File: config.mk
export PLATFORM = sky130hd
export DESIGN_NAME = iocra_top
export DESIGN_NICKNAME = d
export VERILOG_FILES = /design/src/logic/iocra_pkg.sv /design/src/logic/iocra_picker.sv /design/src/logic/iocra_top.sv
export SDC_FILE = /design/constraint.sdc
export NUM_CORES = 1
export LEC_CHECK = 0
export BUFFER_PORTS_ARGS = -buffer_cell sky130_fd_sc_hd__buf_2
export CAP_MARGIN = 40
export CELL_PAD_IN_SITES_DETAIL_PLACEMENT = 1
export CELL_PAD_IN_SITES_GLOBAL_PLACEMENT = 2
export CORE_MARGIN = 1.5
export CORE_UTILIZATION = 32
export DETAILED_ROUTE_END_ITERATION = 8
export GPL_TIMING_DRIVEN = 1
export PLACE_DENSITY = 0.86
export SYNTH_ARGS = -nofsm -noshare
export SYNTH_HDL_FRONTEND = slang
export SYNTH_SLANG_ARGS = --single-unit
File: constraint.sdc
create_clock -name core_clk_i -period 4.2 [get_ports core_clk_i]
set_input_delay 0.42 -clock core_clk_i [delete_from_list [all_inputs] [get_ports core_clk_i]]
set_output_delay 0.42 -clock core_clk_i [all_outputs]
set_load 0.01 [all_outputs]
File: src/logic/iocra_pkg.sv
// Shared constants for the I/O channel request arbiter.
// Assumes one 50 MHz system clock shared by processor and channel logic.
package iocra_pkg;

  // ****************************************************************
  // Channel numbering
  // ****************************************************************
  localparam int NUM_CHAN = 8;
  localparam int CHAN_W = 3;
  localparam logic [2:0] CH_MUX = 3'h0;
  localparam logic [2:0] CH_SEL1 = 3'h1;
  localparam logic [2:0] CH_SEL2 = 3'h2;
  localparam logic [2:0] CH_SEL3 = 3'h3;
  localparam logic [2:0] CH_SEL4 = 3'h4;
  localparam logic [2:0] CH_COMMS = 3'h5;
  localparam logic [2:0] CH_STORE_FAC = 3'h6;
  localparam logic [2:0] CH_UNUSED = 3'h7;

  // ****************************************************************
  // Priority orders, rank 0 (highest) in the low three bits
  // ****************************************************************
  localparam logic [23:0] STOR_ORDER = {CH_MUX, CH_UNUSED, CH_SEL4, CH_SEL3,
                                        CH_COMMS, CH_SEL2, CH_SEL1, CH_STORE_FAC};
  localparam logic [23:0] LEVEL_ORDER = {3'h7, 3'h6, 3'h5, 3'h4, 3'h3, 3'h2, 3'h1, 3'h0};

  // ****************************************************************
  // Widths and timing
  // ****************************************************************
  localparam int OP_W = 4;
  localparam int DEV_W = 8;
  localparam int CC_W = 2;
  localparam int CLK_PERIOD_NS = 20;
  localparam int STOR_CYCLE_NS = 20;
  localparam int STOR_CYCLES = (STOR_CYCLE_NS / CLK_PERIOD_NS) < 1 ? 1 :
                               (STOR_CYCLE_NS / CLK_PERIOD_NS);
  localparam logic [3:0] STOR_CNT_RST = 4'h0;
  localparam logic [1:0] RST_SYNC_RST = 2'h0;

  typedef enum logic [1:0] {
    IOCRA_ST_IDLE,
    IOCRA_ST_GRANT,
    IOCRA_ST_RECOVER
  } iocra_stor_state_t;

endpackage : iocra_pkg

File: src/logic/iocra_picker.sv
// Fixed-order picker: selects the highest ranked active request.
// Assumes requests are stable for the cycle in which they are sampled.
`timescale 1ns/1ns
module iocra_picker #(
  parameter logic [23:0] ORDER = iocra_pkg::LEVEL_ORDER
) (
  input wire logic [7:0] req_i,
  output logic valid_o,
  output logic [2:0] idx_o
);

  // ****************************************************************
  // Scan from lowest rank upward so the highest rank wins
  // ****************************************************************
  always_comb
  begin
    valid_o = 1'b0;
    idx_o = 3'h0;
    for (int r = 7; r >= 0; r--)
    begin
      if (req_i[ORDER[r*3 +: 3]])
      begin
        valid_o = 1'b1;
        idx_o = ORDER[r*3 +: 3];
      end
    end
  end

endmodule : iocra_picker

File: src/logic/iocra_top.sv
// Processor-side arbiter for eight I/O channels: storage grants,
// interrupt priority and I/O instruction handshake.
// Assumes channel logic runs on core_clk_i; no input crosses a domain.
// Functional notes
// - Ports for eight channels: storage, interrupt and instruction signals each.
// - Channels are numbered 0 to 7 by a 3-bit code.
// - Storage and interrupt order are independent of channel number.
// - 0 multiplexer, 1-4 selectors, 5 comms processor, 6 storage facility, 7 spare.
// - Instruction start sends opcode bits, device address and request to channel.
// - One requester wins by storage priority and only it gets grant.
// - Grant lasts exactly one storage cycle, then channel must rearbitrate.
// - Storage error indications are routed to the granted channel.
// - One requester wins by interrupt priority and gets its priority signal.
// - Storage priority: 6, 1, 2, 5, 3, 4, 7, then 0.
// - Eight interrupt levels: 6, 1, 2, 3, 4, 5, mux standard, mux table.
`timescale 1ns/1ns
module iocra_top (
  input wire logic core_clk_i,
  input wire logic reset_n_i,
  // Storage interface
  input wire logic [7:0] stor_req_i,
  input wire logic stor_adr_exc_i,
  input wire logic stor_prot_exc_i,
  input wire logic stor_adr_chk_i,
  input wire logic stor_par_chk_i,
  output logic [7:0] stor_gnt_o,
  output logic [7:0] stor_adr_exc_o,
  output logic [7:0] stor_prot_exc_o,
  output logic [7:0] stor_adr_chk_o,
  output logic [7:0] stor_par_chk_o,
  // Interrupt interface
  input wire logic [7:0] int_req_i,
  input wire logic mux_table_req_i,
  output logic [7:0] int_prio_o,
  output logic mux_table_prio_o,
  output logic [2:0] int_chan_o,
  // Instruction interface, processor side
  input wire logic instr_start_i,
  input wire logic [2:0] instr_chan_i,
  input wire logic [iocra_pkg::OP_W-1:0] instr_op_i,
  input wire logic [iocra_pkg::DEV_W-1:0] instr_dev_i,
  output logic instr_busy_o,
  output logic instr_done_o,
  output logic [iocra_pkg::CC_W-1:0] instr_cc_o,
  // Instruction interface, channel side
  output logic [7:0] instr_req_o,
  output logic [iocra_pkg::OP_W-1:0] instr_op_o,
  output logic [iocra_pkg::DEV_W-1:0] instr_dev_o,
  input wire logic [7:0] instr_ack_i,
  input wire logic [15:0] instr_cc_i
);

  // ****************************************************************
  // Reset release
  // ****************************************************************
  logic [1:0] rst_sync_q;
  logic rst_n;

  always_ff @(posedge core_clk_i or negedge reset_n_i)
  begin
    if (!reset_n_i)
      rst_sync_q <= iocra_pkg::RST_SYNC_RST;
    else
      rst_sync_q <= {rst_sync_q[0], 1'b1};
  end
  assign rst_n = rst_sync_q[1];

  // ****************************************************************
  // Storage arbitration
  // ****************************************************************
  iocra_pkg::iocra_stor_state_t st_q, st_d;
  logic [3:0] stor_cnt_q, stor_cnt_d;
  logic stor_any;
  logic [2:0] stor_idx;
  logic [7:0] stor_sel;
  logic [7:0] stor_gnt_d;
  logic stor_last;

  iocra_picker #(
    .ORDER(iocra_pkg::STOR_ORDER)
  ) u_stor_pick (
    .req_i(stor_req_i),
    .valid_o(stor_any),
    .idx_o(stor_idx)
  );

  assign stor_sel = 8'h01 << stor_idx;
  assign stor_last = (stor_cnt_q == 4'(iocra_pkg::STOR_CYCLES - 1));

  always_comb
  begin
    st_d = st_q;
    stor_cnt_d = stor_cnt_q;
    stor_gnt_d = stor_gnt_o;
    unique case (st_q)
      iocra_pkg::IOCRA_ST_IDLE:
      begin
        if (stor_any)
        begin
          st_d = iocra_pkg::IOCRA_ST_GRANT;
          stor_gnt_d = stor_sel;
          stor_cnt_d = iocra_pkg::STOR_CNT_RST;
        end
      end
      iocra_pkg::IOCRA_ST_GRANT:
      begin
        stor_cnt_d = stor_cnt_q + 4'h1;
        if (stor_last)
        begin
          // One storage cycle only; the gap lets the request fall first
          st_d = iocra_pkg::IOCRA_ST_RECOVER;
          stor_gnt_d = 8'h00;
        end
      end
      iocra_pkg::IOCRA_ST_RECOVER:
        st_d = iocra_pkg::IOCRA_ST_IDLE;
      default:
      begin
        st_d = iocra_pkg::IOCRA_ST_IDLE;
        stor_gnt_d = 8'h00;
      end
    endcase
  end

  always_ff @(posedge core_clk_i or negedge rst_n)
  begin
    if (!rst_n)
    begin
      st_q <= iocra_pkg::IOCRA_ST_IDLE;
      stor_cnt_q <= iocra_pkg::STOR_CNT_RST;
      stor_gnt_o <= 8'h00;
    end
    else
    begin
      st_q <= st_d;
      stor_cnt_q <= stor_cnt_d;
      stor_gnt_o <= stor_gnt_d;
    end
  end

  // Errors go, one cycle later, only to the channel that held the grant
  always_ff @(posedge core_clk_i or negedge rst_n)
  begin
    if (!rst_n)
    begin
      stor_adr_exc_o <= 8'h00;
      stor_prot_exc_o <= 8'h00;
      stor_adr_chk_o <= 8'h00;
      stor_par_chk_o <= 8'h00;
    end
    else
    begin
      stor_adr_exc_o <= stor_gnt_o & {8{stor_adr_exc_i}};
      stor_prot_exc_o <= stor_gnt_o & {8{stor_prot_exc_i}};
      stor_adr_chk_o <= stor_gnt_o & {8{stor_adr_chk_i}};
      stor_par_chk_o <= stor_gnt_o & {8{stor_par_chk_i}};
    end
  end

  // ****************************************************************
  // Interrupt arbitration
  // ****************************************************************
  logic [7:0] lvl_req;
  logic lvl_any;
  logic [2:0] lvl_idx;
  logic [7:0] prio_lvl_q;
  logic prio_any;
  logic prio_still;
  logic [7:0] lvl_sel;
  logic [2:0] lvl_chan;

  // Level 0 is highest; channel 7 has no level
  assign lvl_req = {mux_table_req_i, int_req_i[iocra_pkg::CH_MUX],
                    int_req_i[iocra_pkg::CH_COMMS], int_req_i[iocra_pkg::CH_SEL4],
                    int_req_i[iocra_pkg::CH_SEL3], int_req_i[iocra_pkg::CH_SEL2],
                    int_req_i[iocra_pkg::CH_SEL1],
                    int_req_i[iocra_pkg::CH_STORE_FAC]};

  iocra_picker #(
    .ORDER(iocra_pkg::LEVEL_ORDER)
  ) u_int_pick (
    .req_i(lvl_req),
    .valid_o(lvl_any),
    .idx_o(lvl_idx)
  );

  assign prio_any = |prio_lvl_q;
  assign prio_still = |(prio_lvl_q & lvl_req);
  assign lvl_sel = 8'h01 << lvl_idx;
  assign lvl_chan = (lvl_idx == 3'h0) ? iocra_pkg::CH_STORE_FAC :
                    (lvl_idx == 3'h5) ? iocra_pkg::CH_COMMS :
                    (lvl_idx >= 3'h6) ? iocra_pkg::CH_MUX : lvl_idx;

  always_ff @(posedge core_clk_i or negedge rst_n)
  begin
    if (!rst_n)
    begin
      prio_lvl_q <= 8'h00;
      int_chan_o <= 3'h0;
    end
    else if (prio_any && !prio_still)
      prio_lvl_q <= 8'h00;
    else if (!prio_any && lvl_any)
    begin
      prio_lvl_q <= lvl_sel;
      int_chan_o <= lvl_chan;
    end
  end

  // Priority outputs mapped back from levels to channel lines
  always_ff @(posedge core_clk_i or negedge rst_n)
  begin
    if (!rst_n)
    begin
      int_prio_o <= 8'h00;
      mux_table_prio_o <= 1'b0;
    end
    else if (prio_any && !prio_still)
    begin
      int_prio_o <= 8'h00;
      mux_table_prio_o <= 1'b0;
    end
    else if (!prio_any && lvl_any)
    begin
      int_prio_o <= {1'b0, lvl_sel[0], lvl_sel[5], lvl_sel[4], lvl_sel[3],
                     lvl_sel[2], lvl_sel[1], lvl_sel[6]};
      mux_table_prio_o <= lvl_sel[7];
    end
  end

  // ****************************************************************
  // Instruction handshake
  // ****************************************************************
  logic instr_take;
  logic [7:0] instr_hit;
  logic instr_acked;
  logic [1:0] instr_cc_sel;
  logic [2:0] instr_chan_q;

  assign instr_take = instr_start_i && !instr_busy_o;
  assign instr_hit = instr_req_o & instr_ack_i;
  assign instr_acked = |instr_hit;
  assign instr_cc_sel = instr_cc_i[instr_chan_q*2 +: 2];

  always_ff @(posedge core_clk_i or negedge rst_n)
  begin
    if (!rst_n)
    begin
      instr_req_o <= 8'h00;
      instr_op_o <= '0;
      instr_dev_o <= '0;
      instr_chan_q <= 3'h0;
      instr_busy_o <= 1'b0;
      instr_done_o <= 1'b0;
      instr_cc_o <= '0;
    end
    else
    begin
      instr_done_o <= 1'b0;
      if (instr_take)
      begin
        instr_req_o <= 8'h01 << instr_chan_i;
        instr_op_o <= instr_op_i;
        instr_dev_o <= instr_dev_i;
        instr_chan_q <= instr_chan_i;
        instr_busy_o <= 1'b1;
      end
      else if (instr_acked)
      begin
        instr_req_o <= 8'h00;
        instr_busy_o <= 1'b0;
        instr_done_o <= 1'b1;
        instr_cc_o <= instr_cc_sel;
      end
    end
  end
endmodule : iocra_top

==> Word level (Yosys, flattened, before mapping) <==
Index checks and enable logic that the tools add are counted.
{ "totals": {"out_inout_bits": 76, "in_bits": 63, "elab_cells": 113, "ff_bits": 95} }
{ "classes": {"bitwise": 9, "eq_ne": 5, "n_lt_le_gt_ge": 1, "mux": 54, "n_shift": 4, "reduce_logical": 20, "n_addsub": 1} }
{ "op_table": {"columns": ["operator", "count"], "rows": [
  ["8-bit two-way mux", 8],
  ["3-bit two-way mux", 18],
  ["8-bit bitwise AND", 6],
  ["8-bit case mux with 3 select lines", 1],
  ["8-bit OR reduction", 3],
  ["1-bit by 3-bit left shift with 8-bit output (first input constant)", 3],
  ["1-bit two-way mux", 22],
  ["16-bit by 5-bit indexed part select with 2-bit output", 1],
  ["4-bit case mux with 2 select lines", 1],
  ["2-bit AND reduction", 4],
  ["2-bit nonzero test", 3],
  ["4-bit by 1-bit adder with 4-bit output (second input constant)", 1],
  ["4-bit zero test", 1],
  ["2-bit two-way mux", 2],
  ["4-bit two-way mux", 1],
  ["2-bit != test (second input constant)", 2],
  ["2-bit case mux with 2 select lines", 1],
  ["3-bit == test (second input constant)", 1],
  ["3-bit >= comparator (second input constant)", 1],
  ["1-bit logical AND", 3],
  ["1-bit zero test", 3],
  ["3-bit zero test", 1],
  ["1-bit inverter", 3],
  ["3-bit AND reduction", 1],
  ["3 further kinds", 3]
]} }

==> Logic depth before layout (Yosys ltp) <==
Gate-level depths: netlist of the first run.
{ "logic_depth": {"depth_word": 12, "mapped_depth": 6, "mapped_depth_nobuf": 6} }

==> Cells and area by module <==
Synthesis of the first run repeated with hierarchy kept, for this count alone.
{ "unflattened": {"cells_unflattened": 320, "area_unflattened_um2": 3588.4} }
{ "by_module_without_submodules": {"columns": ["module", "seq_area_each_um2", "cells_per_inst", "n_inst", "area_each_um2"], "rows": [
  ["iocra_top", 2152.1, 294, 1, 3435.8],
  ["iocra_picker (u_int_pick)", 0.0, 13, 1, 80.1],
  ["iocra_picker (u_stor_pick)", 0.0, 13, 1, 72.6]
]} }

==> Worst setup path after synthesis of the first run <==
OpenSTA, ideal clock, no wires.
{ "synth_path": {"kind": "register to register", "from": "reg prio_lvl_q[4]", "to": "reg prio_lvl_q[6]", "t_arrival_ps": 1766, "n_path_buf": 1, "synth_period_minus_slack_ps": 1844, "slack_ps": 2356, "required_ps": 4122, "setup_ps": 78, "stages_incl_launch_ff": 6, "path_cell_list": "dfrtp_1 or4_1 or2_0 buf_2 or3_1 o2bb2ai_1"} }
{ "synth_between": {"elab_chain_cells": 5, "word_cells_on_any_way": 9, "classes_between": "mux: 1; bitwise: 1; reduce/logical: 7"} }
{ "synth_lines": {"columns": ["element", "line", "text"], "rows": [
  ["start, declared", "iocra_top.sv:166", "logic [7:0] prio_lvl_q;"],
  ["start signal, assigned", "iocra_top.sv:205", "prio_lvl_q <= lvl_sel;"],
  ["8-bit bitwise AND", "iocra_top.sv:188", "assign prio_still = |(prio_lvl_q & lvl_req);"],
  ["8-bit OR reduction", "iocra_top.sv:188", null],
  ["1-bit zero test", "iocra_top.sv:201", "else if (prio_any && !prio_still)"],
  ["1-bit logical AND", "iocra_top.sv:201", null],
  ["8-bit two-way mux or 2-bit nonzero test (tied branches)", null, null]
]} }
Parallel ways exist; a longest one is shown, timed or not.
A chain may end at the register's enable or synchronous reset.

==> Final worst setup path of the first run <==
Same ends and word-level chain as after synthesis.

==> flow_metrics.tcl, run 1 <==
set metrics [dict create \
    result_of_the_run "finished, final reports clean" \
    max-cap-violations 0 \
    synth_top_cell_area_share_pct 61.6 \
    cp.depth 4 \
    synth-main-ff-cell "sky130_fd_sc_hd__dfrtp_1" \
    cp-start-kind "flip-flop" \
    net-switching-power_uw 906 \
    drtAntennaViolNets 0 \
    initial_standard_cell_utilization_of_the_core_pct 33.4 \
    yosys-top-cells-area "sky130_fd_sc_hd__dfrtp_1 (62%), sky130_fd_sc_hd__and2_1 (5.9%), sky130_fd_sc_hd__nand2_1 (5.7%), sky130_fd_sc_hd__a32o_1 (2.6%), sky130_fd_sc_hd__mux4_2 (2.6%)" \
    power.static_leakage_uw 0.00248 \
    clockBufferDepth 2 \
    setup-tns-final_ns 0 \
    htree_num_levels 3 \
    hpwlAfterDp_microns 7080 \
    finalSetupViolCount 0 \
    achievable-frequency_mhz 519 \
    syn_inst 303 \
    detail_route.iter0.violations 100 \
    io_buffer_count 136 \
    cts_root_buffer "sky130_fd_sc_hd__clkbuf_8" \
    route.final.wire_length_microns 9300 \
    power.switching_fraction_pct 33.4 \
    r2r_cells 4 \
    finalHoldViolations 0 \
    power_frac_clock_pct 26.1 \
    timing.critical_path.required_ns 4.48 \
    pwr_density_cell_mw_per_mm2 588 \
    power.combinational.fraction_pct 30.5 \
    post_route_cells_drive_above_1_share_pct 37.1 \
    cts-buffers-inserted 9 \
    std_cell_rows 37 \
    cp_max_fo 6 \
    mappedNetlistNets 368 \
    intPower_uw 1800 \
    gp_congestion 0.836 \
    timing.clock.skew_ns 0.00923 \
    maximum_number_of_pins_on_one_net_before_global_route_repair 56 \
    grt_overflow_total 0 \
    syn-mean-instance-area_sq_um 11.5 \
    drt_drc_violations_left 0 \
    vias_after_detailed_routing 2840 \
    arrival_ns 2.21 \
    worstHoldPathType "primary input to flip-flop" \
    power.sequential.fraction_pct 43.4 \
    slew_violations 0 \
    ys_ff_latch 86 \
    yosys_warnings 0 \
    i_o_pin_cnt 139 \
    grt_use_total_pct 16.7 \
    max_slew_margin_pct 40.5 \
    grt_pass1_vias 2997 \
    cts_post_setup_buffers_inserted 0 \
    clkTransAtPathRegs_ns 0.09 \
    crit_path_cell_trace "or4_1 > or2_0 > or3_1 > o2bb2ai_1" \
    die_area_sq_mm 0.0116 \
    critPathSlowestCell "sky130_fd_sc_hd__or4_1" \
    vdd_drop_max_v 0.000207 \
    critPathMaxStageDelay_ns 0.55 \
    first_pass_grt_wire_length_microns 15000 \
    cp.buffers_inverters 0 \
    final_critical_path_required_period_ns 1.93 \
    netlist-cell-type-count 40 \
    drt-vias-per-instance 4.85 \
    die_width_microns 108 \
    final_min_period_over_clock_period_pct 45.8 \
    utilization_pct 44.0 \
    tritoncts "yes" \
    avgRoutedWirePerCell_microns 15.9 \
    synth-async-reset-ratio_pct 100 \
    floorplan.core_area_sq_mm 0.0105 \
    clk-insertion-delay-late_ns 0.35 \
    synth.yosys.seq_area_share_pct 61.6 \
    dieHeight_microns 108 \
    drt_first_pass_iters 4 \
    critPathKind "flip-flop to flip-flop" \
    tritoncts_num_sinks 86 \
    insertedDiodeCount 0 \
    final_nets 510 \
    initial_antenna_violation_count 0 \
    tightestPinTransition_ns 0.885 \
    synth_area_leader_cell "sky130_fd_sc_hd__dfrtp_1" \
    setup_repair_after_global_routing_missed_its_margin "no" \
    flow.area_growth_from_synthesis_pct 31.8 \
    number_of_flops_mapped_to_enable_cells_by_yosys 0 \
    syn_area_sq_mm 0.00349 \
    critical_path.endpoint_type "flip-flop" \
    num-fill-cells 1198 \
    critical_path.top_delay_family "simple AND/OR/NAND/NOR gates" \
    whs_path_depth 3 \
]
-- registers in the layout, indices dropped and copies added, names as in the netlist, 3 cells and up --
register,cells
instr_dev_o,8
instr_req_o,8
stor_adr_exc_o,8
stor_gnt_o,8
stor_adr_chk_o,8
instr_chan_q,3
prio_lvl_q,8
stor_prot_exc_o,8
stor_cnt_q,4
stor_par_chk_o,8
int_chan_o,3
instr_op_o,4
-- worst reg2reg max path: cells and delay by family (launching register included) --
family | cells | cell delay (ns)
compound gates | 1 | 0.13
flops | 1 | 0.41
simple gates | 3 | 1.32
-- power groups by stage --
stage | registers, uW | clock network (uW) | logic (uW)
2_1_floorplan | 1230 | 0 | 460
3_3_place_gp | 1190 | 0 | 804
3_5_place_dp | 1200 | 0 | 842
4_1_cts | 1180 | 730 | 844
5_1_grt | 1210 | 764 | 931
6_report | 1180 | 707 | 827
-- cell families (layout without fill, tap and decap cells) --
| kind of cell | Yosys count | count (layout) | synth area share, % |
|---|---|---|---|
| compound gates | 56 | 56 | 12.3 |
| buf+inv | 17 | 164 | 1.97 |
| xor+xnor | 2 | 2 | 0.501 |
| flops | 86 | 86 | 61.6 |
| mux | 10 | 10 | 4.51 |
| other cells | 2 | 2 | 0.215 |
| fa+ha+maj | 2 | 2 | 0.716 |
| simple gates | 128 | 128 | 18.2 |
-- path summary, 6_finish.rpt --
path                                 endpoint  slack (ns)           from
min in group asynchronous       prio_lvl_q[4]        0.28  rst_sync_q[1]
setup reg to reg                prio_lvl_q[6]        2.27  prio_lvl_q[4]
setup / recovery                prio_lvl_q[6]        2.27  prio_lvl_q[4]
hold reg to reg                 prio_lvl_q[4]        0.28  rst_sync_q[1]
hold / removal                  instr_op_o[0]        0.26  instr_op_i[0]
max in group asynchronous  stor_prot_exc_o[1]        3.32  rst_sync_q[1]
-- cells in the mapped netlist (3+ instances only) --
master and number:
sky130_fd_sc_hd__a22o_1 7, sky130_fd_sc_hd__a32o_1 9, sky130_fd_sc_hd__inv_1 9, sky130_fd_sc_hd__nand2b_1 4, sky130_fd_sc_hd__o2bb2ai_1 7, sky130_fd_sc_hd__a21o_1 3
sky130_fd_sc_hd__clkbuf_1 6, sky130_fd_sc_hd__nor2b_1 3, sky130_fd_sc_hd__a22oi_1 6, sky130_fd_sc_hd__mux4_2 4, sky130_fd_sc_hd__a21oi_1 6, sky130_fd_sc_hd__o21bai_1 4
sky130_fd_sc_hd__o21ai_0 7, sky130_fd_sc_hd__nor3_1 6, sky130_fd_sc_hd__nand2_1 53, sky130_fd_sc_hd__dfrtp_1 86, sky130_fd_sc_hd__mux2_2 6, sky130_fd_sc_hd__nor2_1 13
sky130_fd_sc_hd__and2_1 33, sky130_fd_sc_hd__or4_1 4
-- metal layers --
layer | track usage [%] | vias to the layer above | part of all wire (%)
li1 | - | 1332 | -
met1 | 20.5 | 1422 | 42
met2 | 29.2 | 75 | 52
met3 | 3.45 | 11 | 4.3
met4 | 5.45 | 0 | 1.8
met5 | 0 | - | 0
-- area by class of cell --
cell class | count | area [sq um] | area share (%)
sequential | 86 | 2160 | 46.8
clock buffer | 11 | 141 | 3.07
multi-input combinational | 200 | 1270 | 27.6
tap | 136 | 170 | 3.69
timing repair buffer | 139 | 726 | 15.8
inverter | 9 | 33.8 | 0.733
clock inverter | 5 | 106 | 2.31
-- placed cells by master, fill, tap and decap left out, types with 2 or more instances in the layout --
| cell type | count |
|---|---|
| sky130_fd_sc_hd__nand4_1 | 2 |
| sky130_fd_sc_hd__nand2_1 | 53 |
| sky130_fd_sc_hd__xor2_1 | 2 |
| sky130_fd_sc_hd__nor4_1 | 2 |
| sky130_fd_sc_hd__a21oi_1 | 6 |
| sky130_fd_sc_hd__buf_2 | 136 |
| sky130_fd_sc_hd__dfrtp_1 | 85 |
| sky130_fd_sc_hd__nand2b_1 | 4 |
| sky130_fd_sc_hd__ha_1 | 2 |
| sky130_fd_sc_hd__mux2_2 | 6 |
| sky130_fd_sc_hd__o21ai_0 | 7 |
| sky130_fd_sc_hd__inv_1 | 9 |
| sky130_fd_sc_hd__nor3_1 | 6 |
| sky130_fd_sc_hd__and2_1 | 33 |
| sky130_fd_sc_hd__a22oi_1 | 6 |
| sky130_fd_sc_hd__bufinv_16 | 3 |
| sky130_fd_sc_hd__o21bai_1 | 4 |
| sky130_fd_sc_hd__or4_1 | 4 |
| sky130_fd_sc_hd__a32o_1 | 9 |
| sky130_fd_sc_hd__nor2_1 | 13 |
| sky130_fd_sc_hd__nor2b_1 | 3 |
| sky130_fd_sc_hd__or3_1 | 2 |
| sky130_fd_sc_hd__nor3b_1 | 2 |
| sky130_fd_sc_hd__a21o_1 | 3 |
| sky130_fd_sc_hd__conb_1 | 2 |
| sky130_fd_sc_hd__mux4_2 | 4 |
| sky130_fd_sc_hd__a22o_1 | 7 |
| sky130_fd_sc_hd__clkbuf_8 | 10 |
| sky130_fd_sc_hd__o2bb2ai_1 | 7 |
-- stage by stage --
| stage | setup slack [ns] | hold WS (ns) | cells | cell area (sq um) | power (uW) |
|---|---|---|---|---|---|
| 2_1_floorplan | 1.63 | 0.124 | 303 | 3490 | 1690 |
| 3_3_place_gp | 2.18 | 0.207 | 568 | 4320 | 2000 |
| 3_5_place_dp | 2.14 | 0.209 | 569 | 4350 | 2040 |
| 4_1_cts | 2.23 | 0.237 | 586 | 4610 | 2750 |
| 5_1_grt | 2.08 | 0.255 | 586 | 4610 | 2900 |
| 6_report | 2.27 | 0.259 | 586 | 4610 | 2710 |
-- repair_timing --
| action | 4_1_cts | 5_1_grt |
|---|---|---|
| setup endpoints to repair | 0 | 0 |
| gates resized for setup | 0 | 0 |
| hold buffers | 1 | 0 |
| endpoints found under the hold margin | 2 | 0 |
Note: power is estimated with default switching activity, not from simulation.
==> inputs of run 2 (changes only) <==
- CORE_UTILIZATION: 32 -> 26
- PLACE_DENSITY: 0.86 -> 0.75
- clock period: 4.2 -> 1.71 ns (I/O delays scaled with it)
==> run 2 against run 1 <==
  * The flow now finishes with violations (setup timing)
  * Clock power rose to 2.8 times the previous value
  * Clock skew up 0.0015 ns
  * Critical endpoint is now prio_lvl_q[5]
  * Sequential cell count unchanged
  * Hold slack worse by 0.24 ns
==> flow_metrics.tcl, run 2 (synthesis gave the netlist of run 1 again) <==
set metrics [dict create \
    grt_use_total_pct 14.5 \
    worstHoldPathType "primary input to flip-flop" \
    cts_root_buffer "sky130_fd_sc_hd__clkbuf_16" \
    tritoncts_num_sinks 86 \
    layout.cells.most_common "sky130_fd_sc_hd__buf_2" \
    slew_violations 0 \
    flow.area_growth_from_synthesis_pct 43.0 \
    io_buffer_count 136 \
    r2r_end "prio_lvl_q[5]" \
    crit_end "prio_lvl_q[5]" \
    violations "setup timing" \
    tritoncts "yes" \
    hpwlAfterDp_microns 7310 \
    clk-insertion-delay-late_ns 0.34 \
    power_uw 7490 \
    timing.critical_path.required_ns 1.98 \
    vdd_drop_max_v 0.000470 \
    first_pass_grt_wire_length_microns 16000 \
    clkTransAtPathRegs_ns 0.07 \
    critPathLaunch "prio_lvl_q[6]" \
    vias_after_detailed_routing 2962 \
    clockBufferDepth 2 \
    initial_standard_cell_utilization_of_the_core_pct 26.5 \
    cp_max_fo 6 \
    r2r_cells 5 \
    critPathKind "flip-flop to flip-flop" \
    cts-buffers-inserted 9 \
    final_critical_path_required_period_ns 1.80 \
    grt_overflow_total 0 \
    power.static_leakage_uw 0.00267 \
    post_route_met1_wirelength_microns 4350 \
    route.final.wire_length_microns 9970 \
    arrival_ns 2.08 \
    die_width_microns 119 \
    final_min_period_over_clock_period_pct 106 \
    htree_num_levels 3 \
    drt-vias-per-instance 4.52 \
    regToRegStartpoint "prio_lvl_q[6]" \
    highest-signal-layer "met4" \
    initial_antenna_violation_count 0 \
    finalSetupViolCount 8 \
    insertedDiodeCount 0 \
    critical_path.endpoint_type "flip-flop" \
    drt_drc_violations_left 0 \
    drtAntennaViolNets 0 \
    num-fill-cells 1535 \
    dr_wl_met2_microns 4980 \
    cp-start-kind "flip-flop" \
    achievable-frequency_mhz 554 \
    die_area_sq_mm 0.0141 \
    layout.cells.most_common_list "sky130_fd_sc_hd__buf_2 (136), sky130_fd_sc_hd__dfrtp_1 (84), sky130_fd_sc_hd__nand2_1 (52)" \
    pwr_density_cell_mw_per_mm2 1500 \
    timing.clock.skew_ns 0.0107 \
    setup_ws_ns -0.0948 \
    gp_congestion 0.782 \
    maximum_number_of_pins_on_one_net_before_global_route_repair 85 \
    final_nets 539 \
    result_of_the_run "finished, violations left" \
    detail_route.iter0.violations 81 \
    finalHoldViolations 0 \
    utilization_pct 37.9 \
    drt_first_pass_iters 4 \
    dieHeight_microns 119 \
    rrSetupSlack_ns -0.09 \
    grt_pass1_vias 3120 \
    floorplan.core_area_sq_mm 0.0132 \
    tightestPinTransition_ns 0.565 \
    max_slew_margin_pct 61.9 \
    i_o_pin_cnt 139 \
    met3WireLength_microns 411 \
    setup_repair_after_global_routing_missed_its_margin "yes" \
    post_route_cells_drive_above_1_share_pct 43.4 \
    max-cap-violations 0 \
    std_cell_rows 42 \
    avgRoutedWirePerCell_microns 15.2 \
]
## run 2: worst min-delay path by stage
stage,end,slack (ns),depth (start not counted),start
after floorplan,rst_sync_q[0],-0.12,0,reset_n_i
after global placement,rst_sync_q[0],-0.04,1,reset_n_i
after detailed placement,rst_sync_q[0],-0.04,1,reset_n_i
after CTS,instr_dev_o[6],0.007,3,instr_dev_i[6]
after global routing,instr_dev_o[2],0.02,3,instr_dev_i[2]
final,instr_dev_o[6],0.02,3,instr_dev_i[6]
## run 2: cell type report
type / count / area, sq um / share of cell area (%)
repair buffers: 168 / 936 / 18.7
well taps: 176 / 220 / 4.41
multi-input cells: 200 / 1350 / 27.0
clock buffers: 9 / 225 / 4.51
inverters: 9 / 33.8 / 0.676
flip-flops and latches: 86 / 2160 / 43.2
clock inverters: 7 / 73.8 / 1.48
## run 2: stage by stage
| step | area (sq um) | TNS [ns] | worst slack (ns) | std cells | hold WS, ns |
|---|---|---|---|---|---|
| after floorplan | 3500 | -0.167 | -0.126 | 303 | -0.125 |
| after global placement | 4560 | -0.664 | -0.110 | 632 | -0.0434 |
| after global routing | 5000 | -0.936 | -0.134 | 655 | 0.0243 |
| final | 5000 | -0.570 | -0.0948 | 655 | 0.0189 |
| after CTS | 4930 | -0.0768 | -0.0673 | 652 | 0.00673 |
| after detailed placement | 4560 | -1.29 | -0.205 | 632 | -0.0424 |
## run 2: timing repair
item                       CTS  global route
resized for setup            8            11
buffers inserted             3             3
setup endpoints to repair   14            17
hold buffers                 1             0
pin swaps                    4             8
hold endpoints to repair     2             0
## run 2: report_power, final
group          internal [uW]  switching (uW)
Clock                   1140             847
Combinational           1320            1330
Sequential              2500             351
## run 2: layer usage
metal	vias up	global-route usage (%)
met4	0	6.17
li1	1391	-
met5	-	0
met2	77	24.1
met1	1475	18.5
met3	19	3.07
## run 2: critical path, stage by stage (launching register included)
cell	delay, ns
sky130_fd_sc_hd__dfrtp_1	0.39
sky130_fd_sc_hd__or4_4	0.54
sky130_fd_sc_hd__or2_4	0.29
sky130_fd_sc_hd__buf_4	0.15
sky130_fd_sc_hd__nor2_4	0.19
sky130_fd_sc_hd__a32o_1	0.19
==> inputs of run 3 (changes only) <==
- CAP_MARGIN: 40 -> unset
- CELL_PAD_IN_SITES_DETAIL_PLACEMENT: 1 -> 0
- CELL_PAD_IN_SITES_GLOBAL_PLACEMENT: 2 -> 1
- CORE_UTILIZATION: 26 -> 33
- PLACE_DENSITY: 0.75 -> 0.77
==> run 3 against run 2 <==
  * The flow still finishes with violations (setup timing)
  * Core utilization is 9.2 points higher
  * Power is 10% lower
  * Wire length is 11% lower
  * Register-to-register slack better by 0.03 ns
  * Count of clock-buffer cells in the layout is 4 higher
  * Largest power group unchanged
  * Clock power is 28% lower
  * Final cell count is 6.1% lower
  * Critical path type unchanged
  * Die area is 21% lower
  * Sequential cell count stayed put
  * Non-clock buffer count is 2 higher
  * Global-route usage is 1.8 points higher
  * Maximum frequency is 1.8% higher
==> flow_metrics.tcl, run 3 (synthesis gave the netlist of run 1 again) <==
set metrics [dict create \
    gp_congestion 0.815 \
    regToRegStartpoint "prio_lvl_q[3]" \
    route.final.wire_length_microns 8890 \
    tritoncts_num_sinks 86 \
    tritoncts "yes" \
    clockBufferDepth 2 \
    pwr_density_cell_mw_per_mm2 1390 \
    violations "setup timing" \
    critPathSlowestCell "sky130_fd_sc_hd__or4_4" \
    avgRoutedWirePerCell_microns 14.5 \
    floorplan.core_area_sq_mm 0.0103 \
    grt_overflow_total 0 \
    die_area_sq_mm 0.0112 \
    io_buffer_count 136 \
    insertedDiodeCount 0 \
    power_uw 6730 \
    post_layout_nonfiller_instances 615 \
    vdd_drop_max_v 0.000516 \
    htree_num_levels 3 \
    finalHoldViolations 0 \
    layout.cells.most_common "sky130_fd_sc_hd__buf_2" \
    drt-vias-per-instance 4.74 \
    initial_antenna_violation_count 0 \
    result_of_the_run "finished, violations left" \
    cp_max_fo 6 \
    num-fill-cells 993 \
    maximum_number_of_pins_on_one_net_before_global_route_repair 52 \
    post_route_cells_drive_above_1_share_pct 41.1 \
    cp-start-kind "flip-flop" \
    i_o_pin_cnt 139 \
    hp-start "instr_dev_i[5]" \
    cts-buffers-inserted 9 \
    critPathMaxStageDelay_ns 0.54 \
    critical_path.top_delay_family "simple AND/OR/NAND/NOR gates" \
    final_min_period_over_clock_period_pct 104 \
    cp.buffers_inverters 0 \
    drtAntennaViolNets 0 \
    clk-insertion-delay-late_ns 0.35 \
    power.static_leakage_uw 0.00261 \
    setup-tns-final_ns -0.227 \
    finalSetupViolCount 6 \
    critPathLaunch "prio_lvl_q[3]" \
    drt_drc_violations_left 0 \
    worstHoldPathType "primary input to flip-flop" \
    die_width_microns 106 \
    crit_path_cell_trace "or4_4 > or2_4 > or3_4 > o2bb2ai_2" \
    achievable-frequency_mhz 564 \
    setup_repair_after_global_routing_missed_its_margin "yes" \
    drt_first_pass_iters 4 \
    setup_ws_ns -0.0633 \
    grt_use_total_pct 16.4 \
    hpwlAfterDp_microns 6680 \
    detail_route.iter0.violations 123 \
    timing.critical_path.required_ns 1.99 \
    cts_root_buffer "sky130_fd_sc_hd__clkbuf_8" \
    final_critical_path_required_period_ns 1.77 \
    dp_worst_setup_slack_ns -0.173 \
    grt_pass1_vias 2935 \
    slew_violations 0 \
    timing.clock.skew_ns 0.0138 \
    arrival_ns 2.05 \
    final_nets 541 \
    max-cap-violations 0 \
    hold_slack_ns 0.0164 \
    numPlacedInstances 591 \
    dieHeight_microns 106 \
    first_pass_grt_wire_length_microns 14200 \
    clkTransAtPathRegs_ns 0.08 \
    std_cell_rows 37 \
    vias_after_detailed_routing 2915 \
    initial_standard_cell_utilization_of_the_core_pct 34.0 \
    flow.area_growth_from_synthesis_pct 38.3 \
    layout.cells.most_common_list "sky130_fd_sc_hd__buf_2 (136), sky130_fd_sc_hd__dfrtp_1 (84), sky130_fd_sc_hd__nand2_1 (52)" \
    critPathKind "flip-flop to flip-flop" \
    critical_path.endpoint_type "flip-flop" \
]
-- run 3: cell count changes in the layout (fill, tap and decap cells not counted), sizes merged --
| cell | delta |
|---|---|
| buf | -5 |
| clkbuf | +4 |
| clkinv | -4 |
| clkinvlp | -1 |
| dlygate4sd3 | +7 |
| inv | -1 |
-- run 3: final timing paths --
kind / cells past startpoint / slack, ns / end
setup / recovery: 4 / -0.06 / prio_lvl_q[6]
hold reg to reg: 1 / 0.29 / stor_prot_exc_o[7]
min in group asynchronous: 2 / 0.13 / rst_sync_q[1]
max in group asynchronous: 1 / 1.01 / instr_chan_q[1]
setup reg to reg: 4 / -0.06 / prio_lvl_q[6]
hold / removal: 3 / 0.02 / instr_dev_o[5]
-- run 3: what timing repair did --
item                                    in CTS  in global routing
endpoints found under the setup margin      11                 13
resized for setup                            6                  5
hold buffers                                 8                  0
pin swaps                                    3                  1
buffers inserted                             2                  0
endpoints found under the hold margin        9                  0
-- run 3: per-stage QoR --
stage	cell area [sq um]	utilization (%)
finish	4830	47.0
global route	4830	47.0
CTS	4810	46.8
detailed placement	4510	43.9
global placement	4510	43.9
floorplan	3500	-
-- run 3: final cells by class --
type | count | area (sq um) | area share, %
Timing Repair Buffer | 170 | 968 | 20.0
Clock inverter | 1 | 30.0 | 0.621
Tap cell | 136 | 170 | 3.52
Clock buffer | 13 | 159 | 3.29
Multi-Input combinational cell | 200 | 1320 | 27.2
Sequential cell | 86 | 2160 | 44.6
Inverter | 9 | 33.8 | 0.699
-- run 3: power breakdown --
| group | switching, uW | internal [uW] |
|---|---|---|
| Sequential | 352 | 2500 |
| Clock | 683 | 742 |
| Combinational | 1230 | 1230 |
| Total | 2260 | 4470 |
-- run 3: layer usage --
layer  up-vias  global-route usage, %  wire length [microns]
met3        12                   3.56                    418
met4         0                   6.95                    150
li1       1401                      -                      -
met1      1418                   19.9                   3880
met5         -                      0                      0
met2        84                   28.2                   4440
-- run 3: worst register-to-register path, cell delays in order, from the launching register on --
cell and delay [ns]:
sky130_fd_sc_hd__dfrtp_1 0.39, sky130_fd_sc_hd__or4_4 0.54, sky130_fd_sc_hd__or2_4 0.29, sky130_fd_sc_hd__or3_4 0.38
sky130_fd_sc_hd__o2bb2ai_2 0.11
